**config.mk**
```make
export PLATFORM = sky130hd
export DESIGN_NAME = gate_timer
export DESIGN_NICKNAME = d
export VERILOG_FILES = /design/src/design/gate_path.v /design/src/design/gate_timer.v /design/src/design/sync_two_ff.v
export VERILOG_INCLUDE_DIRS = /design/src /design/src/inc
export SDC_FILE = /design/constraint.sdc
export NUM_CORES = 1
export LEC_CHECK = 0
export BUFFER_PORTS_ARGS = -buffer_cell sky130_fd_sc_hd__buf_2
export CAP_MARGIN = 25
export CORE_ASPECT_RATIO = 1.2
export CORE_MARGIN = 2
export CORE_UTILIZATION = 50
export DETAILED_ROUTE_END_ITERATION = 7
export GPL_TIMING_DRIVEN = 0
export HOLD_SLACK_MARGIN = 0.06
export PLACE_DENSITY = 0.79
export SLEW_MARGIN = 20
export SYNTH_ARGS = -nofsm -noshare
export SYNTH_HDL_FRONTEND = slang
export SYNTH_SLANG_ARGS = --single-unit
```
**constraint.sdc**
```tcl
create_clock -name clk_sys -period 2.3 [get_ports clk_sys]
set_clock_uncertainty 0.05 [all_clocks]
set_input_delay 0 -clock clk_sys [delete_from_list [all_inputs] [get_ports clk_sys]]
set_output_delay 0 -clock clk_sys [all_outputs]
set_load 0.05 [all_outputs]
```
**src/inc/gate_timer_defines.vh**
```
// Purpose: Register offsets, field positions and reset values of the gated timer
// Assumes: Wishbone classic slave with 32-bit data, one register per aligned word
// Notes:   Narrow registers sit in the low bits; upper bits read as zero
`ifndef GATE_TIMER_DEFINES_VH
`define GATE_TIMER_DEFINES_VH

// ==========================================================================
// Register byte offsets
`define OFS_COUNT_LOW        6'h00
`define OFS_COUNT_HIGH       6'h04
`define OFS_TIMER_CONTROL    6'h08
`define OFS_GATE_CONTROL     6'h0C
`define OFS_IRQ_FLAGS        6'h10
`define OFS_IRQ_ENABLES      6'h14

// ==========================================================================
// timer_control fields
`define TC_ON                0
`define TC_WIDE              1
`define TC_OSC_EN            3
`define TC_CS_LO             6
`define TC_CS_HI             7
`define TC_WMASK             8'hCB

// ==========================================================================
// gate_control fields
`define GC_SS_LO             0
`define GC_SS_HI             1
`define GC_LEVEL             2
`define GC_ARM               3
`define GC_SPM               4
`define GC_TM                5
`define GC_POL               6
`define GC_EN                7

// ==========================================================================
// Flag and enable bit positions
`define IRQ_OVF              0
`define IRQ_GATE             1

// ==========================================================================
// Encodings and reset values
`define CS_QUARTER           2'b00
`define CS_SYSTEM            2'b01
`define CS_EXTERNAL          2'b10
`define GS_PIN               2'b00
`define GS_PERIOD            2'b01
`define GS_CMP1              2'b10
`define GS_CMP2              2'b11
`define SPECIAL_EVENT_MODE   4'hB
`define RST_BYTE             8'h00
`define RST_COUNT            16'h0000
`define COUNT_MAX            16'hFFFF
`define QUARTER_DIV          2'b11

`endif

```
**src/design/gate_path.v**
```verilog
// Purpose: Gate source selection, polarity, toggle and single-pulse logic
// Assumes: Gate sources are already synchronous; gate state steps on every clk_en cycle
// Notes:   Produces the count-enable level and a single-pulse completion pulse
`timescale 1ns/10ps
`include "gate_timer_defines.vh"

module gate_path (
   // Clock and reset
   input  wire       clk_sys,
   input  wire       rst,
   input  wire       clk_en,
   // Sources, already synchronised
   input  wire [3:0] sources,
   // Controls
   input  wire [1:0] gate_source_select,
   input  wire       gate_polarity,
   input  wire       gate_toggle_mode,
   input  wire       gate_single_pulse_mode,
   input  wire       pulse_arm_done,
   // Results
   output wire       gate_value,
   output wire       pulse_done
);

   reg  toggle_ff;
   reg  prev_pol;
   reg  armed_open;
   reg  prev_toggled;
   wire selected;
   wire polarised;
   wire toggled;
   wire rise_pol;

   // ======================================================================
   // Source selection and polarity
   assign selected  = sources[gate_source_select];
   assign polarised = ~(selected ^ gate_polarity);
   assign rise_pol  = polarised & ~prev_pol;

   // ======================================================================
   // Toggle flip-flop, held clear when toggle mode is off
   always @(posedge clk_sys or posedge rst) begin
      if (rst) begin
         toggle_ff <= 1'b0;
         prev_pol  <= 1'b0;
      end else if (clk_en) begin
         prev_pol <= polarised;
         if (!gate_toggle_mode)
            toggle_ff <= 1'b0;
         else if (rise_pol)
            toggle_ff <= ~toggle_ff;
      end
   end

   assign toggled = gate_toggle_mode ? toggle_ff : polarised;

   // ======================================================================
   // Single pulse: open on the next rising gate edge after arming
   // A gate already high when armed waits for its next rising edge
   always @(posedge clk_sys or posedge rst) begin
      if (rst) begin
         armed_open   <= 1'b0;
         prev_toggled <= 1'b0;
      end else if (clk_en) begin
         prev_toggled <= toggled;
         if (!gate_single_pulse_mode || !pulse_arm_done)
            armed_open <= 1'b0;
         else if (toggled && !prev_toggled)
            armed_open <= 1'b1;
      end
   end

   assign gate_value = gate_single_pulse_mode ?
                       (toggled & pulse_arm_done & (armed_open | ~prev_toggled)) :
                       toggled;
   assign pulse_done = gate_single_pulse_mode & pulse_arm_done & armed_open &
                       prev_toggled & ~toggled;

endmodule

```
**src/design/gate_timer.v**
```verilog
// Purpose: Sixteen-bit timer with overflow flag, special-event reset and gating
// Assumes: Wishbone classic slave; all inputs synchronous except gate sources and clock pins
// Notes:   Answers one cycle after the request; ack drops the next cycle
`timescale 1ns/10ps
`include "gate_timer_defines.vh"

// What this block does
// - Sixteen-bit count counts up from zero to all ones and wraps.
// - Every wrap sets the sticky overflow flag.
// - Overflow interrupt asserts only while its enable bit is set.
// - Compare special-event trigger for this timer clears the count.
// - A count write in the same cycle beats the special-event reset.
// - Special-event clear never sets the overflow flag.
// - Gate enable bit turns gating on; polarity bit picks active level.
// - Gated count advances only while gate level matches polarity.
// - Gate source: pin, period-timer match, comparator one, comparator two.
// - Period-timer match gate is a one-instruction-cycle high pulse.
// - Match gate counts one cycle when high polarity, else all others.
// - Toggle mode passes the gate through an edge-toggled flip-flop.
// - Toggle flip-flop held at zero while toggle mode is off.
// - Arm single pulse after enabling it; counting opens at next gate edge.
// - Trailing gate edge clears arm bit; further gate events ignored.
// - Clearing single-pulse enable also clears the arm bit.
// - Toggle plus single pulse counts exactly one full gate period.
// - Gate level status readable, valid even with gating disabled.
// - In toggle mode status is high while toggled gate counts.
// - Clock source: system clock, quarter rate, or external pin/oscillator.
// - Wide mode: low read latches high byte; low write loads it.
module gate_timer (
   // Clock and reset
   input  wire        clk_sys,
   input  wire        rst,
   input  wire        clk_en,
   // Wishbone slave
   input  wire        wb_cyc_i,
   input  wire        wb_stb_i,
   input  wire        wb_we_i,
   input  wire [5:0]  wb_adr_i,
   input  wire [3:0]  wb_sel_i,
   input  wire [31:0] wb_dat_i,
   output reg  [31:0] wb_dat_o,
   output reg         wb_ack_o,
   // Gate sources
   input  wire        gate_input_pin,
   input  wire        period_match,
   input  wire        comparator_one,
   input  wire        comparator_two,
   // Clock inputs
   input  wire        external_clock_pin,
   input  wire        crystal_osc_clock,
   // Compare unit
   input  wire        special_event,
   input  wire [3:0]  compare_mode_field,
   input  wire        compare_uses_timer,
   // Interrupt requests
   output reg         overflow_irq,
   output reg         gate_event_irq
);

   // ======================================================================
   // State
   reg  [7:0]  count_low_byte;
   reg  [7:0]  count_high_byte;
   reg  [7:0]  high_buffer;
   reg  [7:0]  timer_control;
   reg  [4:0]  gate_ctl;
   reg  [1:0]  gate_sel;
   reg  [1:0]  periph_irq_flags;
   reg  [1:0]  periph_irq_enables;
   reg  [1:0]  quarter_cnt;
   reg         ext_prev;
   reg  [7:0]  next_low;
   reg  [7:0]  next_high;
   reg  [31:0] next_rdata;

   wire [3:0]  sync_src;
   wire [1:0]  sync_clk;
   wire        gate_value;
   wire        pulse_done;
   wire        req;
   wire        wr;
   wire        rd;
   wire        timer_on;
   wire        wide_access_mode;
   wire [1:0]  clock_source_select;
   wire        gate_enable;
   wire        tick;
   wire        ext_level;
   wire        count_ok;
   wire        inc;
   wire        wrap;
   wire        sev_clear;
   wire        count_wr;
   wire        wr_low;
   wire        wr_high;
   wire [15:0] count;
   wire [15:0] count_plus;
   wire [7:0]  gate_control_rd;

   // ======================================================================
   // Byte-lane merge used by the timer_control write
   function [7:0] merge_byte;
      input [7:0] old_val;
      input [7:0] new_val;
      input       lane;
      begin
         merge_byte = lane ? new_val : old_val;
      end
   endfunction

   // Address decode used by read and write paths
   function hit;
      input [5:0] adr;
      input [5:0] ofs;
      begin
         hit = (adr[5:2] == ofs[5:2]);
      end
   endfunction

   // ======================================================================
   // Synchronisers for gate sources and the external clock inputs
   sync_two_ff #(.WIDTH(4)) u_sync_gate (
      .clk_sys  (clk_sys),
      .rst      (rst),
      .clk_en   (clk_en),
      .async_in ({comparator_two, comparator_one, period_match, gate_input_pin}),
      .sync_out (sync_src)
   );

   sync_two_ff #(.WIDTH(2)) u_sync_clk (
      .clk_sys  (clk_sys),
      .rst      (rst),
      .clk_en   (clk_en),
      .async_in ({crystal_osc_clock, external_clock_pin}),
      .sync_out (sync_clk)
   );

   // ======================================================================
   // Gate logic
   gate_path u_gate (
      .clk_sys                (clk_sys),
      .rst                    (rst),
      .clk_en                 (clk_en),
      .sources                (sync_src),
      .gate_source_select     (gate_sel),
      .gate_polarity          (gate_ctl[3]),
      .gate_toggle_mode       (gate_ctl[2]),
      .gate_single_pulse_mode (gate_ctl[1]),
      .pulse_arm_done         (gate_ctl[0]),
      .gate_value             (gate_value),
      .pulse_done             (pulse_done)
   );

   // ======================================================================
   // Control decode
   assign req                 = wb_cyc_i & wb_stb_i & ~wb_ack_o;
   assign wr                  = req & wb_we_i & wb_sel_i[0];
   assign rd                  = req & ~wb_we_i;
   assign timer_on            = timer_control[`TC_ON];
   assign wide_access_mode    = timer_control[`TC_WIDE];
   assign clock_source_select = timer_control[`TC_CS_HI:`TC_CS_LO];
   assign gate_enable         = gate_ctl[4];
   assign gate_control_rd     = {gate_ctl, gate_value, gate_sel};
   assign wr_low              = wr & hit(wb_adr_i, `OFS_COUNT_LOW);
   assign wr_high             = wr & hit(wb_adr_i, `OFS_COUNT_HIGH);

   // ======================================================================
   // Clock source selection
   assign ext_level = timer_control[`TC_OSC_EN] ? sync_clk[1] : sync_clk[0];
   assign tick = (clock_source_select == `CS_SYSTEM)   ? 1'b1 :
                 (clock_source_select == `CS_QUARTER)  ? (quarter_cnt == `QUARTER_DIV) :
                 (clock_source_select == `CS_EXTERNAL) ? (ext_level & ~ext_prev) :
                 1'b0;

   always @(posedge clk_sys or posedge rst) begin
      if (rst) begin
         quarter_cnt <= 2'b00;
         ext_prev    <= 1'b0;
      end else if (clk_en) begin
         quarter_cnt <= quarter_cnt + 2'b01;
         ext_prev    <= ext_level;
      end
   end

   // ======================================================================
   // Counting
   assign count      = {count_high_byte, count_low_byte};
   assign count_plus = count + 16'h0001;
   assign count_ok   = ~gate_enable | gate_value;
   assign inc        = timer_on & tick & count_ok;
   // A count write or a trigger clear replaces the increment, so no wrap
   assign count_wr   = wr_low | (wr_high & ~wide_access_mode);
   assign wrap       = inc & ~count_wr & ~sev_clear &
                       (count == `COUNT_MAX);
   assign sev_clear  = special_event & compare_uses_timer &
                       (compare_mode_field == `SPECIAL_EVENT_MODE);

   always @* begin
      next_low  = count_low_byte;
      next_high = count_high_byte;
      if (wr_low) begin
         next_low = wb_dat_i[7:0];
         if (wide_access_mode)
            next_high = high_buffer;
      end else if (wr_high && !wide_access_mode) begin
         next_high = wb_dat_i[7:0];
      end else if (sev_clear) begin
         next_low  = `RST_BYTE;
         next_high = `RST_BYTE;
      end else if (inc) begin
         next_low  = count_plus[7:0];
         next_high = count_plus[15:8];
      end
   end

   // ======================================================================
   // Registers
   always @(posedge clk_sys or posedge rst) begin
      if (rst) begin
         count_low_byte     <= `RST_BYTE;
         count_high_byte    <= `RST_BYTE;
         high_buffer        <= `RST_BYTE;
         timer_control      <= `RST_BYTE;
         gate_ctl           <= 5'b00000;
         periph_irq_flags   <= 2'b00;
         periph_irq_enables <= 2'b00;
      end else if (clk_en) begin
         count_low_byte  <= next_low;
         count_high_byte <= next_high;
         if (rd && wide_access_mode && hit(wb_adr_i, `OFS_COUNT_LOW))
            high_buffer <= count_high_byte;
         else if (wr_high && wide_access_mode)
            high_buffer <= wb_dat_i[7:0];
         if (wr && hit(wb_adr_i, `OFS_TIMER_CONTROL))
            timer_control <= merge_byte(timer_control, wb_dat_i[7:0] & `TC_WMASK,
                                        wb_sel_i[0]);
         if (wr && hit(wb_adr_i, `OFS_GATE_CONTROL)) begin
            gate_ctl[4] <= wb_dat_i[`GC_EN];
            gate_ctl[3] <= wb_dat_i[`GC_POL];
            gate_ctl[2] <= wb_dat_i[`GC_TM];
            gate_ctl[1] <= wb_dat_i[`GC_SPM];
            gate_ctl[0] <= wb_dat_i[`GC_ARM] & wb_dat_i[`GC_SPM];
         end else if (pulse_done) begin
            gate_ctl[0] <= 1'b0;
         end
         if (wr && hit(wb_adr_i, `OFS_IRQ_ENABLES))
            periph_irq_enables <= wb_dat_i[1:0];
         // Hardware set wins over a software clear in the same cycle
         periph_irq_flags[`IRQ_OVF] <= wrap |
            (periph_irq_flags[`IRQ_OVF] &
             ~(wr && hit(wb_adr_i, `OFS_IRQ_FLAGS) && !wb_dat_i[`IRQ_OVF]));
         periph_irq_flags[`IRQ_GATE] <= pulse_done |
            (periph_irq_flags[`IRQ_GATE] &
             ~(wr && hit(wb_adr_i, `OFS_IRQ_FLAGS) && !wb_dat_i[`IRQ_GATE]));
      end
   end

   // ======================================================================
   // Gate source select kept separately (low two bits of gate_control)
   always @(posedge clk_sys or posedge rst) begin
      if (rst)
         gate_sel <= 2'b00;
      else if (clk_en && wr && hit(wb_adr_i, `OFS_GATE_CONTROL))
         gate_sel <= wb_dat_i[`GC_SS_HI:`GC_SS_LO];
   end

   // ======================================================================
   // Read mux and acknowledge
   always @* begin
      next_rdata = 32'h0000_0000;
      if (hit(wb_adr_i, `OFS_COUNT_LOW))
         next_rdata[7:0] = count_low_byte;
      else if (hit(wb_adr_i, `OFS_COUNT_HIGH))
         next_rdata[7:0] = wide_access_mode ? high_buffer : count_high_byte;
      else if (hit(wb_adr_i, `OFS_TIMER_CONTROL))
         next_rdata[7:0] = timer_control;
      else if (hit(wb_adr_i, `OFS_GATE_CONTROL))
         next_rdata[7:0] = gate_control_rd;
      else if (hit(wb_adr_i, `OFS_IRQ_FLAGS))
         next_rdata[1:0] = periph_irq_flags;
      else if (hit(wb_adr_i, `OFS_IRQ_ENABLES))
         next_rdata[1:0] = periph_irq_enables;
   end

   always @(posedge clk_sys or posedge rst) begin
      if (rst) begin
         wb_ack_o       <= 1'b0;
         wb_dat_o       <= 32'h0000_0000;
         overflow_irq   <= 1'b0;
         gate_event_irq <= 1'b0;
      end else if (clk_en) begin
         wb_ack_o <= req;
         if (rd)
            wb_dat_o <= next_rdata;
         overflow_irq   <= periph_irq_flags[`IRQ_OVF] &
                           periph_irq_enables[`IRQ_OVF];
         gate_event_irq <= periph_irq_flags[`IRQ_GATE] &
                           periph_irq_enables[`IRQ_GATE];
      end
   end

endmodule

```
**src/design/sync_two_ff.v**
```verilog
// Purpose: Two-flop synchroniser for a group of level inputs
// Assumes: Inputs may be asynchronous to clk_sys
// Notes:   First stage is read only by the second stage
`timescale 1ns/10ps

module sync_two_ff #(
   parameter WIDTH = 4
) (
   // Clock and reset
   input  wire             clk_sys,
   input  wire             rst,
   input  wire             clk_en,
   // Data
   input  wire [WIDTH-1:0] async_in,
   output reg  [WIDTH-1:0] sync_out
);

   reg [WIDTH-1:0] stage_one;

   // ======================================================================
   // Two stages
   always @(posedge clk_sys or posedge rst) begin
      if (rst) begin
         stage_one <= {WIDTH{1'b0}};
         sync_out  <= {WIDTH{1'b0}};
      end else if (clk_en) begin
         stage_one <= async_in;
         sync_out  <= stage_one;
      end
   end

endmodule

```
Yosys cells after proc, flatten, opt, wreduce, memory -nomap -nowiden

Index checks and enable logic that the tools add are counted.

Output and inout bits: 35
Flip-flop bits (word level): 70
Word-level logic and storage cells: 155
Input bits: 60

Equality and inequality tests: 12
Muxes and demuxes: 32
Magnitude comparators: 1
Reductions and logical operators: 37
$add $sub $neg: 2
Bitwise gates (word level): 48

Operators with widths:

| kind                                                        | count |
|---|---|
| two-way mux 8 bit                                           | 14 |
| bitwise AND 1 bit                                           | 28 |
| adder 16 x 1 -> 16 bit (second input constant)              | 1 |
| equality test 16 bit (second input constant)                | 1 |
| AND reduction 2 bit                                         | 8 |
| NOT 1 bit                                                   | 14 |
| logical AND 1 bit                                           | 13 |
| two-way mux 1 bit                                           | 13 |
| equality test 4 x 2 -> 1 bit (second input constant)        | 2 |
| equality test 4 x 3 -> 1 bit (second input constant)        | 2 |
| logical NOT 1 bit                                           | 6 |
| two-way mux 2 bit                                           | 3 |
| two-way mux 6 bit                                           | 1 |
| AND reduction 3 bit                                         | 2 |
| nonzero test 2 bit                                          | 3 |
| bitwise OR 1 bit                                            | 5 |
| equality test 2 bit (second input constant)                 | 2 |
| equality test 4 x 1 -> 1 bit (second input constant)        | 1 |
| equality test 4 bit (second input constant)                 | 1 |
| logical NOT 4 bit                                           | 1 |
| nonzero test 4 bit                                          | 1 |
| less-than comparator 2 x 3 -> 1 bit (second input constant) | 1 |
| nonzero test 3 bit                                          | 1 |
| adder 2 x 1 -> 2 bit (second input constant)                | 1 |
| other kinds (7)                                             | 7 |

Logic depth before layout (Yosys ltp)

Gate-level depths: netlist (run 1).

Depth after elaboration: 14
Mapped depth: 8
Mapped depth without buffers: 6

By module

From an unflattened synthesis (run 1), not the netlist that was laid out.

Cell total of the unflattened synthesis: 422
Area, all modules: 4184.0 um2

By module, submodules not included:

| module                    | cells each | area each (um2) | times used | sequential area each (um2) |
|---|---|---|---|---|
| gate_timer                | 371        | 3413.3          | 1          | 1351.3 |
| sync_two_ff (u_sync_gate) | 18         | 335.3           | 1          | 200.2 |
| gate_path                 | 24         | 286.5           | 1          | 100.1 |
| sync_two_ff (u_sync_clk)  | 9          | 148.9           | 1          | 100.1 |

Worst setup path after synthesis (run 1)

OpenSTA, ideal clock, no wires.

Path kind: reg2reg
Start: reg wb_ack_o
End: reg count_low_byte[0]
Library setup time: 0.125 ns
Path buffers: 1
Data arrival time: 1.919 ns
Cell stages (with the launch flop): 7
Clock period less this slack: 2.094 ns
Path slack: 0.206 ns
Path through: dfrtp_1 > nand3b_1 > nor3_4 > nor2_2 > a31o_1 > buf_6 > mux2_4

Cells in the longest elaborated chain, start to end: 8
Elaborated cells between the ends (all ways): 11
Those cells by class: 1 x eq/ne; 1 x mux; 6 x bitwise; 3 x reduce/logical

RTL lines:

| item                             | RTL line         | text |
|---|---|---|
| from (decl)                      | gate_timer.v:42  | `output reg wb_ack_o,` |
| from (signal assigned)           | gate_timer.v:292 | `wb_ack_o <= req;` |
| NOT 1 bit *                      | gate_timer.v:156 | `assign req = wb_cyc_i & wb_stb_i & ~wb_ack_o;` |
| bitwise AND 1 bit *              | gate_timer.v:156 |  |
| bitwise AND 1 bit * (2 in a row) | gate_timer.v:157 | `assign wr = req & wb_we_i & wb_sel_i[0];` |
| bitwise AND 1 bit                | gate_timer.v:165 | `` assign wr_high = wr & hit(wb_adr_i, `OFS_COUNT_HIGH); `` |
| logical AND 1 bit                | gate_timer.v:205 | `end else if (wr_high && !wide_access_mode) begin` |
| != test 2 bit (no line)          | n/a              |  |
| AND reduction 3 bit (no line)    | n/a              |  |
| to (signal assigned)             | gate_timer.v:220 | `` count_low_byte <= `RST_BYTE; `` |
| to (signal assigned)             | gate_timer.v:228 | `count_low_byte <= next_low;` |
| to (decl)                        | gate_timer.v:62  | `reg [7:0] count_low_byte;` |

Mark *: on every way between the ends. The rest lies on a longest branch, timed or not.
A chain may end at the register's enable or synchronous reset.

Worst setup path in the final report (run 1)

Start: reg gate_sel[1]
End: reg count_high_byte[3]

Cells in the longest elaborated chain, start to end: 12

RTL lines:

| item                                      | RTL line         | text |
|---|---|---|
| from (decl)                               | gate_timer.v:67  | `reg [1:0] gate_sel;` |
| from (signal assigned)                    | gate_timer.v:264 | `` gate_sel <= wb_dat_i[`GC_SS_HI:`GC_SS_LO]; `` |
| binary-select mux 1 bit (select 2 bit) *  | gate_path.v:36   | `assign selected = sources[gate_source_select];` |
| two-way mux 1 bit (not written as such) * | gate_path.v:36   |  |
| XOR 1 bit *                               | gate_path.v:37   | `assign polarised = ~(selected ^ gate_polarity);` |
| NOT 1 bit *                               | gate_path.v:37   |  |
| two-way mux 1 bit *                       | gate_path.v:55   | `assign toggled = gate_toggle_mode ? toggle_ff : polarised;` |
| bitwise AND 1 bit (2 in a row)            | gate_path.v:74   | `(toggled & pulse_arm_done & (armed_open \| ~prev_toggled)) :` |
| two-way mux 1 bit *                       | gate_path.v:73   | `assign gate_value = gate_single_pulse_mode ?` |
| bitwise OR 1 bit *                        | gate_timer.v:189 | `assign count_ok = ~gate_enable \| gate_value;` |
| bitwise AND 1 bit *                       | gate_timer.v:190 | `assign inc = timer_on & tick & count_ok;` |
| nonzero test 4 bit (no line) *            | n/a              |  |
| AND reduction 2 bit (no line) *           | n/a              |  |
| to (signal assigned)                      | gate_timer.v:221 | `` count_high_byte <= `RST_BYTE; `` |
| to (signal assigned)                      | gate_timer.v:229 | `count_high_byte <= next_high;` |
| to (decl)                                 | gate_timer.v:63  | `reg [7:0] count_high_byte;` |

Mark *: on every way between the ends. The rest lies on a longest branch, timed or not. The select of a mux whose other input is x is not followed.

==> results of run 1 <==
-- power groups by stage --
stage	combinational [mW]	sequential, mW	clock (mW)
6_report	0.617	1.41	0.964
3_3_place_gp	0.560	1.42	0
4_1_cts	0.607	1.40	0.969
2_1_floorplan	0.409	1.45	0
5_1_grt	0.671	1.42	1.02
3_5_place_dp	0.580	1.43	0
-- cell type report --
| type | instances | share of cell area, % |
|---|---|---|
| buffer | 46 | 5.51 |
| clock buffer | 9 | 2.44 |
| clock inverter | 7 | 1.21 |
| inverter | 17 | 1.30 |
| multi-input combinational | 325 | 44.6 |
| sequential | 70 | 34.5 |
| tap | 114 | 2.80 |
| timing repair buffer | 58 | 7.68 |
-- routing by layer --
metal  GRT usage, %  up-vias  wire length (microns)
met5              0        -                      0
met4           9.23        0                    317
met3           4.90       28                    865
met2           43.6      181                   5800
met1           35.9     1853                   4850
li1               -     1764                      -
-- final timing paths --
kind | from | endpoint
max in group asynchronous | rst | count_low_byte[7]
worst min-delay path | rst | u_sync_gate.stage_one[3]
worst max register to register | gate_sel[1] | count_high_byte[3]
min in group clk_sys | wb_adr_i[3] | wb_dat_o[7]
worst min register to register | wb_dat_o[1] | wb_dat_o[1]
worst max-delay path | gate_sel[1] | count_high_byte[3]
-- logic make-up (layout without fill, tap and decap cells) --
logic type,Yosys count,count (layout),share of synthesized area [%]
DFF,70,70,41.6
AOI/OAI and AO/OA,111,111,18.4
other,1,24,0.0890
adders and majority gates,2,2,0.594
and+or+nand+nor,129,129,15.7
muxes,57,57,15.1
xor gates and xnor gates,2,2,0.416
buffers and inverters,64,137,8.16
-- sequential cells by signal (all words and copies together) (netlist names), 4 cells and up --
register	cells
u_sync_gate.sync_out	4
count_high_byte	8
gate_ctl	5
timer_control	5
high_buffer	8
wb_dat_o	8
count_low_byte	8
u_sync_gate.stage_one	4
-- cells in the final DEF, fill, tap and decap left out, drive strengths merged, types with 14 or more instances in the layout --
cell	instances
buf	73
dfrtp	70
nand2	46
mux2	36
o21ai	29
conb	24
clkbuf	23
nor2	21
inv	21
mux2i	20
dlygate4sd3	17
nand3	14
-- Yosys cell counts, drive strengths merged, types with 7 or more instances --
master	instances	area (sq um)
a21oi	11	55.1
buf	33	228
clkbuf	14	52.6
dfrtp	70	1750
inv	16	60.1
mux2	36	413
mux2i	20	200
nand2	46	173
nand3	14	70.1
nand4	7	43.8
nor2	21	81.3
nor3	10	61.3
o21ai	29	145
o22ai	10	62.6
-- timing repair --
action                                 4_1_cts  5_1_grt
endpoints found under the hold margin      103        0
buffers inserted                             0        0
setup endpoints to repair                   15       19
pin swaps                                    0        1
gates cloned                                 0        0
resized for setup                            5        9
hold buffers                                17        0
-- stage by stage --
stage,std cells,hold WS (ps),utilization (%),total power [mW]
floorplan,459,95.1,-,1.86
global placement,613,183,57.0,1.98
detailed placement,614,-2.09,57.2,2.01
CTS,647,131,61.9,2.98
global route,646,191,62.4,3.12
finish,646,151,62.4,2.99
-- worst max-delay path: cells and delay by family, from the launching register on --
| kind | cells | cell delay (ps) |
|---|---|---|
| multiplexers | 2 | 600 |
| AO/OA/AOI/OAI | 3 | 1020 |
| flip-flops | 1 | 440 |
==> summary.md, run 1 <==
No sink is reached through more buffers than the 2 on the longest clock path. The H-tree depth reported by CTS was 3; the HPWL after detailed placement was 8650 microns. Global routing finished with a remaining overflow of 0. 95 I/O pins were placed. Buffer type at the clock tree root: sky130_fd_sc_hd__clkbuf_8. Net switching power of the design: 0.996 mW. Once placement finished, the instance area stood at 4670 sq um. After detailed routing, the average wire length per cell comes to 18.3 microns. 0 antenna diodes ended up in the layout.

Proportion of synthesized flip-flops having asynchronous set or reset: 100%. The internal power of the cells totals 1.99 mW. The worst path meets setup with 78.6 ps of slack. The proportion of total power due to net switching works out to 33.3%.

The average instance in the mapped netlist occupies 9.67 sq um. At the worst endpoint, the required time is 2500 ps. Summed over all cells, the static leakage comes to 2.26 nW.

The aggregate routed wire length came out at 11800 microns. Static timing analysis puts the maximum clock frequency at 0.450 GHz. After synthesis the cells add up to 4220 sq um. The number of pins with negative max-slew slack in the final report was 0.

The synthesized design contains 70 register bits. The via count of the first global-routing pass was 3678; the number of fillers in the final layout was 691. Using the TritonRoute via totals, the vias-per-cell ratio works out to 5.92. Setup total negative slack on the finished layout was measured at 0 ps. Power spread over the standard cell area amounts to 587 nW/um^2.

The run gives 80 ps as the register-to-register setup slack. The worst path in the final design needs a cycle of 2220 ps, including I/O delays and setup. The run gives 2420 ps as the arrival time at the worst endpoint. The signal on the critical path passes through mux2i_1 > mux2_2 > o311a_1 > o31a_1 > o221a_1. The later pin in the worst-skew pair is clocked with a latency of 360 ps. The final count of negative-setup-slack endpoints was 0; the largest fanout on the critical path was 5.

The slowest cell on the critical path is sky130_fd_sc_hd__dfrtp_2. The number of iterations in the first detailed-routing pass is 5, and the count of endpoints failing hold in the final timing report is 0. The run finished with clean final reports. The number of port buffers is 40. STA classifies the critical path startpoint as a flop.

The largest single stage delay on the critical path is 440 ps. The die is 105 microns tall. The site row count came out at 36. The netlist uses 68 different library cells. The tightest min-delay check is of the in2async type.

Timing analysis after detailed placement gives a worst setup slack of -157 ps. The type of the setup path with the least slack is reg2reg. Of the total power, combinational logic draws 20.7%. After floorplanning, the core was sized to cover 8150 sq um. The logs give 1750 sq um for the area of all sequential standard cells and 0.282 mV for the peak supply drop. The run gives 589 as the net count of the finished layout.

The run gives 303 as the violation count after the first detailed-routing iteration. The maximum number of pins on one net before global-route repair was 37; the summed area of non-filler cells in the final layout was 5090 sq um. In the final layout, the share of cells above drive strength 1 is 25.6%. Across every metal layer, demand over resource in global routing totals 26.9%. The tool flagged a number of max-cap violations equal to 0. For the global-route wire length before repair, the log shows 19100 microns.

After clock tree synthesis, the clock-pin slew on the worst setup and hold paths is 90 ps. Kind of end point of the critical path: a flop. The detail route stage leaves a number of antenna-violating nets equal to 0.

Dividing the final minimum period by the clock period gives 96.6%. Area growth from synthesis to final layout: 20.7%. The number of warnings printed during yosys synthesis is 0, and the count of mapped cells out of synthesis is 436. In this run the horizontal extent of the chip is 87.8 microns. The most used flip-flop cell after synthesis is sky130_fd_sc_hd__dfrtp_1. The die covers 9180 sq um. Path depth of the worst reg2reg path: 5.

TritonCTS built the clock tree. At the end of routability-driven placement, the weighted congestion stood at 0.900. The clock network is responsible for 32.3% of the overall power.

For the initial antenna violation count, the log shows 0. In the routed design, unresolved DRC markers number 0. The logs give 9 for the number of buffers added by the clock tree synthesis step and 2270 sq um for the multi-input combinational cell area.

Headroom to the max-slew limit came out at 34.2%. The number of clock sinks seen by CTS is 70. The routed layout has 3826 vias. The slew at the pin closest to its max-slew limit is 979 ps, and the relative contribution of sequential cells to total power is 47.1%. The starting density of the core came out at 51.7%. In this run, synthesis inferred 0 flip-flops with an integrated enable. Summing the sequential cell areas from Yosys gives 41.6% of the chip area.
(Power assumes the default switching activity.)
==> inputs of run 2 (changes only) <==
- ABC_AREA: default -> 1
==> run 2 against run 1 <==
Setup slack better by 130 ps. Flip-flop and latch count unchanged. Global-route usage down 1.2 points. Largest power group unchanged. Critical path depth grew 4. Non-clock buffer count down 9. Final cell count rose by 13%. Synthesized area fell by 3.1%.
==> summary.md, run 2 <==
The overall power came out at 3.38 mW (+13%). Class of the tightest hold or removal check: in2async. Slowest cell on the critical path: sky130_fd_sc_hd__dlygate4sd3_1. The max-capacitance violation count is 0 (unchanged). Violation count after the first detailed-routing iteration: 206 (-32%). The run gives 56 (+51%) as the maximum number of pins on one net before global-route repair.

For the final count of negative-setup-slack endpoints, the log shows 0 (unchanged). The via-per-instance ratio is 5.34 (-9.9%), and the core outline area is 8020 sq um (-1.7%). The end-of-flow core utilization is 61.7% (-0.73 points).

For the total congestion overflow, the log shows 0 (unchanged). Instance area after placement: 4520 sq um (-3.1%). The number of enable flip-flop cells after synthesis is 0 (unchanged). The logs give 5 (unchanged) for the number of iterations in the first detailed-routing pass and 4940 sq um (-2.8%) for the summed area of non-filler cells in the final layout. The adder and majority gate portion of the synthesized area works out to 0.613% (+0.019 points).

The most repeated library cell on the critical path is sky130_fd_sc_hd__nand2_1. After synthesis, the cell types taking the most area are sky130_fd_sc_hd__dfrtp_1 (43%), sky130_fd_sc_hd__nand2_1 (13%), sky130_fd_sc_hd__o21ai_0 (6.6%). The type of the setup path with the least slack was reg2reg. sky130_fd_sc_hd__nand2_1 is the most common cell in the netlist. Count of antenna-violating nets left after detailed routing: 0 (unchanged). The clock latency of the later-clocked register in the worst-skew pair is 360 ps (about the same). The buffer count from post-CTS setup fixing was 0 (unchanged).

The tree is rooted in a sky130_fd_sc_hd__clkbuf_8. The flow ran to the end, and the final reports show no timing, DRC or antenna violations. The largest fanout on the critical path is 4 (-1), and the global-route met1 utilization is 30.8% (-5.1 points).

The logs give 0 (unchanged) for the initial antenna violation count and 0 ps (unchanged) for the post-route setup TNS. The run gives 44 (-35%) as the post-synthesis cell type count. The tools report the nature of the critical path startpoint as a flop.

For the H-tree depth reported by CTS, the log shows 3 (unchanged). The slew at the pin closest to its max-slew limit is 503 ps (-476 ps), and the number of inserted diodes is 0 (unchanged). The number of pins with negative max-slew slack in the final report was 0 (unchanged). The logs give 2280 ps (-140 ps) for the arrival time at the worst endpoint and 70 (unchanged) for the number of clock sinks seen by CTS.

The delay of the slowest cell on the worst path works out to 560 ps (+120 ps). STA classifies the critical path endpoint as a flop. The tools report the aggregate global-route resource usage as 25.7% (-1.2 points).

The total of flip-flops plus latches after synthesis was 70 (unchanged). The number of DRC violations after detailed routing came out at 0 (unchanged). The compound-cell area share of the yosys netlist was 15.8% (-2.7 points). The time the worst path needs with I/O delays and setup came out at 2090 ps (-130 ps).

The number of vias after detailed routing is 3897 (+1.9%). The data required time of the critical path came out at 2490 ps (about the same). The aggregate routed wire length came out at 11000 microns (-7.1%). The maximum count of clock buffers along a single path is 2 (unchanged). The die span in x is 86.5 microns (-1.5%), and the met2 capacity usage during global routing is 45.7% (+2.2 points). Post-synthesis share of cell area spent on and, or, nand and nor gates: 27.1% (+11 points).

The global routing usage on met3 is 2.80% (-2.1 points), and the site row count is 36 (unchanged). The proportion of synthesized flip-flops having asynchronous set or reset works out to 100% (unchanged). The mean cell area of the mapped netlist came out at 7.62 sq um (-21%). The number of warnings printed during yosys synthesis came out at 0 (unchanged). The logs give 4090 sq um (-3.1%) for the total standard cell area after synthesis and 8230 microns (-4.8%) for the HPWL after detailed placement. Most frequently used flop master after synthesis: sky130_fd_sc_hd__dfrtp_1. For the starting density of the core, the log shows 51.0% (-0.75 points).

Setup repair after global routing left no endpoint under its margin. The top-level I/O count is 95 (unchanged). The cell family contributing the most delay on the critical path is buffers and inverters. The wire length per cell was 15.1 microns (-18%); the fraction of synthesized cell area taken by the top area cell type was 42.9% (+1.3 points). The count of endpoints failing hold in the final timing report was 0 (unchanged). By area, the combinational part of the netlist is dominated by simple AND/OR/NAND/NOR gates. Clock edge transition at the registers on the reported setup and hold paths: 80 ps (about the same). The run gives 17700 microns (-7.7%) as the global-route wire length before repair. For the global placement routability congestion, the log shows 0.955 (+6.1%). The number of cells in the finished layout apart from fillers is 730 (+13%).

The most used routing layer in global routing is met2. The leading cell type in the layout, fill and taps excluded was sky130_fd_sc_hd__nand2_1. The logs give 695 (+13%) for the number of cells in the design after placement and 42.9% (+1.3 points) for the proportion of synthesized chip area in sequential cells. The placement-stage worst setup slack was 343 ps (+500 ps); the max-slew headroom at the worst pin was 66.5% (+32 points). The die area came out at 8910 sq um (-3.0%). The period utilization was 90.9% (-5.6 points). The run gives 9 (unchanged) as the number of buffers added by the clock tree synthesis step. The post-route worst setup slack was 208 ps (+130 ps); the number of port buffers was 40 (unchanged).

The logs give 741 (+7.2%) for the number of fillers in the final layout and 0 (-5) for the number of gates resized after cts. The run gives 0.340 mV (+21%) as the peak supply drop. The tools report the number of buffers inserted by hold repair at cts as 19 (+2). Traced cell by cell, the critical path runs through inv_1 > nand3_1 > nor2_1 > inv_2 > nor2_2 > nand2_1 > o21ai_0 > nand2_1 > dlygate4sd3_1.

The via count of the first global-routing pass was 3712 (+0.92%). The xor/xnor share of the synthesized area works out to 2.14% (+1.7 points). The power density over the cells came out at 683 nW/um^2 (+16%).

TritonCTS built the clock tree. The count of mapped cells out of synthesis came out at 536 (+23%). The vertical die dimension is 103 microns (-1.5%). In the layout the commonest cells are sky130_fd_sc_hd__nand2_1 (145), sky130_fd_sc_hd__dfrtp_1 (70), sky130_fd_sc_hd__o21ai_0 (54), sky130_fd_sc_hd__inv_1 (50), sky130_fd_sc_hd__buf_2 (41). Library cell occupying the most area in the post-synthesis netlist: sky130_fd_sc_hd__dfrtp_1. The upper clock frequency limit is 0.478 GHz (+6.2%), and the multiplexer fraction of the synthesized cell area is 0% (-15 points). The number of buffers and inverters on the critical path works out to 3 (+3).

The area growth from synthesis to final layout works out to 21.0%. The static power due to leakage is 2.54 nW (+13%), and the minimum hold slack is 78.8 ps (-71.7 ps). In the synthesized netlist, the cells that appear most often are sky130_fd_sc_hd__nand2_1 (145), sky130_fd_sc_hd__dfrtp_1 (70), sky130_fd_sc_hd__o21ai_0 (54). The tools report the net count of the finished layout as 692 (+17%).

The fraction of final layout cells sized beyond drive strength 1 came out at 18.6% (-7.0 points).
run 2: cell types whose count changed in the layout (fill, tap and decap cells not counted), sizes merged, moves of 5 or more:
cell / delta
nor2: +15
nor4: -5
a21oi: +15
o21ai: +34
nand2: +107
nand3: +30
o31ai: -5
mux2i: -20
inv: +38
mux2: -36
clkbuf: -6
xor2: +6
run 2: final cells by class:
type / instances / area [sq um] / area share, %
buffer: 35 / 238 / 4.81
clock buffer: 11 / 151 / 3.06
clock inverter: 5 / 81.3 / 1.65
inverter: 60 / 230 / 4.66
multi-input combinational: 394 / 1950 / 39.5
sequential: 70 / 1750 / 35.4
tap: 95 / 119 / 2.40
timing repair buffer: 60 / 418 / 8.45
run 2: per-layer routing:
metal | vias up | wire (microns)
met5 | - | 0
met4 | 0 | 437
met3 | 30 | 540
met2 | 148 | 5620
met1 | 1824 | 4400
li1 | 1895 | -
run 2: path summary, 6_finish.rpt:
| kind | slack, ps | endpoint | from | cells after the start |
|---|---|---|---|---|
| setup reg to reg | 210 | periph_irq_flags[1] | wb_ack_o | 9 |
| max in group asynchronous | 1590 | count_low_byte[1] | rst | 4 |
| hold / removal | 80 | high_buffer[0] | rst | 3 |
| setup / recovery | 210 | periph_irq_flags[1] | wb_ack_o | 9 |
| hold reg to reg | 430 | u_sync_clk.stage_one[0] | u_sync_clk.stage_one[0] | 2 |
| min in group clk_sys | 100 | periph_irq_enables[0] | wb_adr_i[2] | 5 |
run 2: kinds of logic (layout without fill, tap and decap cells):
kind of cell / count (synthesis) / count (layout)
fa+ha+maj: 2 / 2
xor+xnor: 10 / 10
flops: 70 / 70
buf+inv: 95 / 171
compound gates: 113 / 113
other cells: 1 / 24
simple gates: 245 / 245
run 2: worst min-delay path, cell delays in order:
cell and delay [ps]:
sky130_fd_sc_hd__dlygate4sd3_1 530, sky130_fd_sc_hd__buf_2 130, sky130_fd_sc_hd__inv_4 190
run 2: where the power goes:
part           internal [mW]  switching, mW  leakage [nW]
Combinational          0.244          0.476          1.52
Sequential              1.37          0.135         0.912
Clock                  0.669          0.485         0.116
Total                   2.28           1.10          2.54
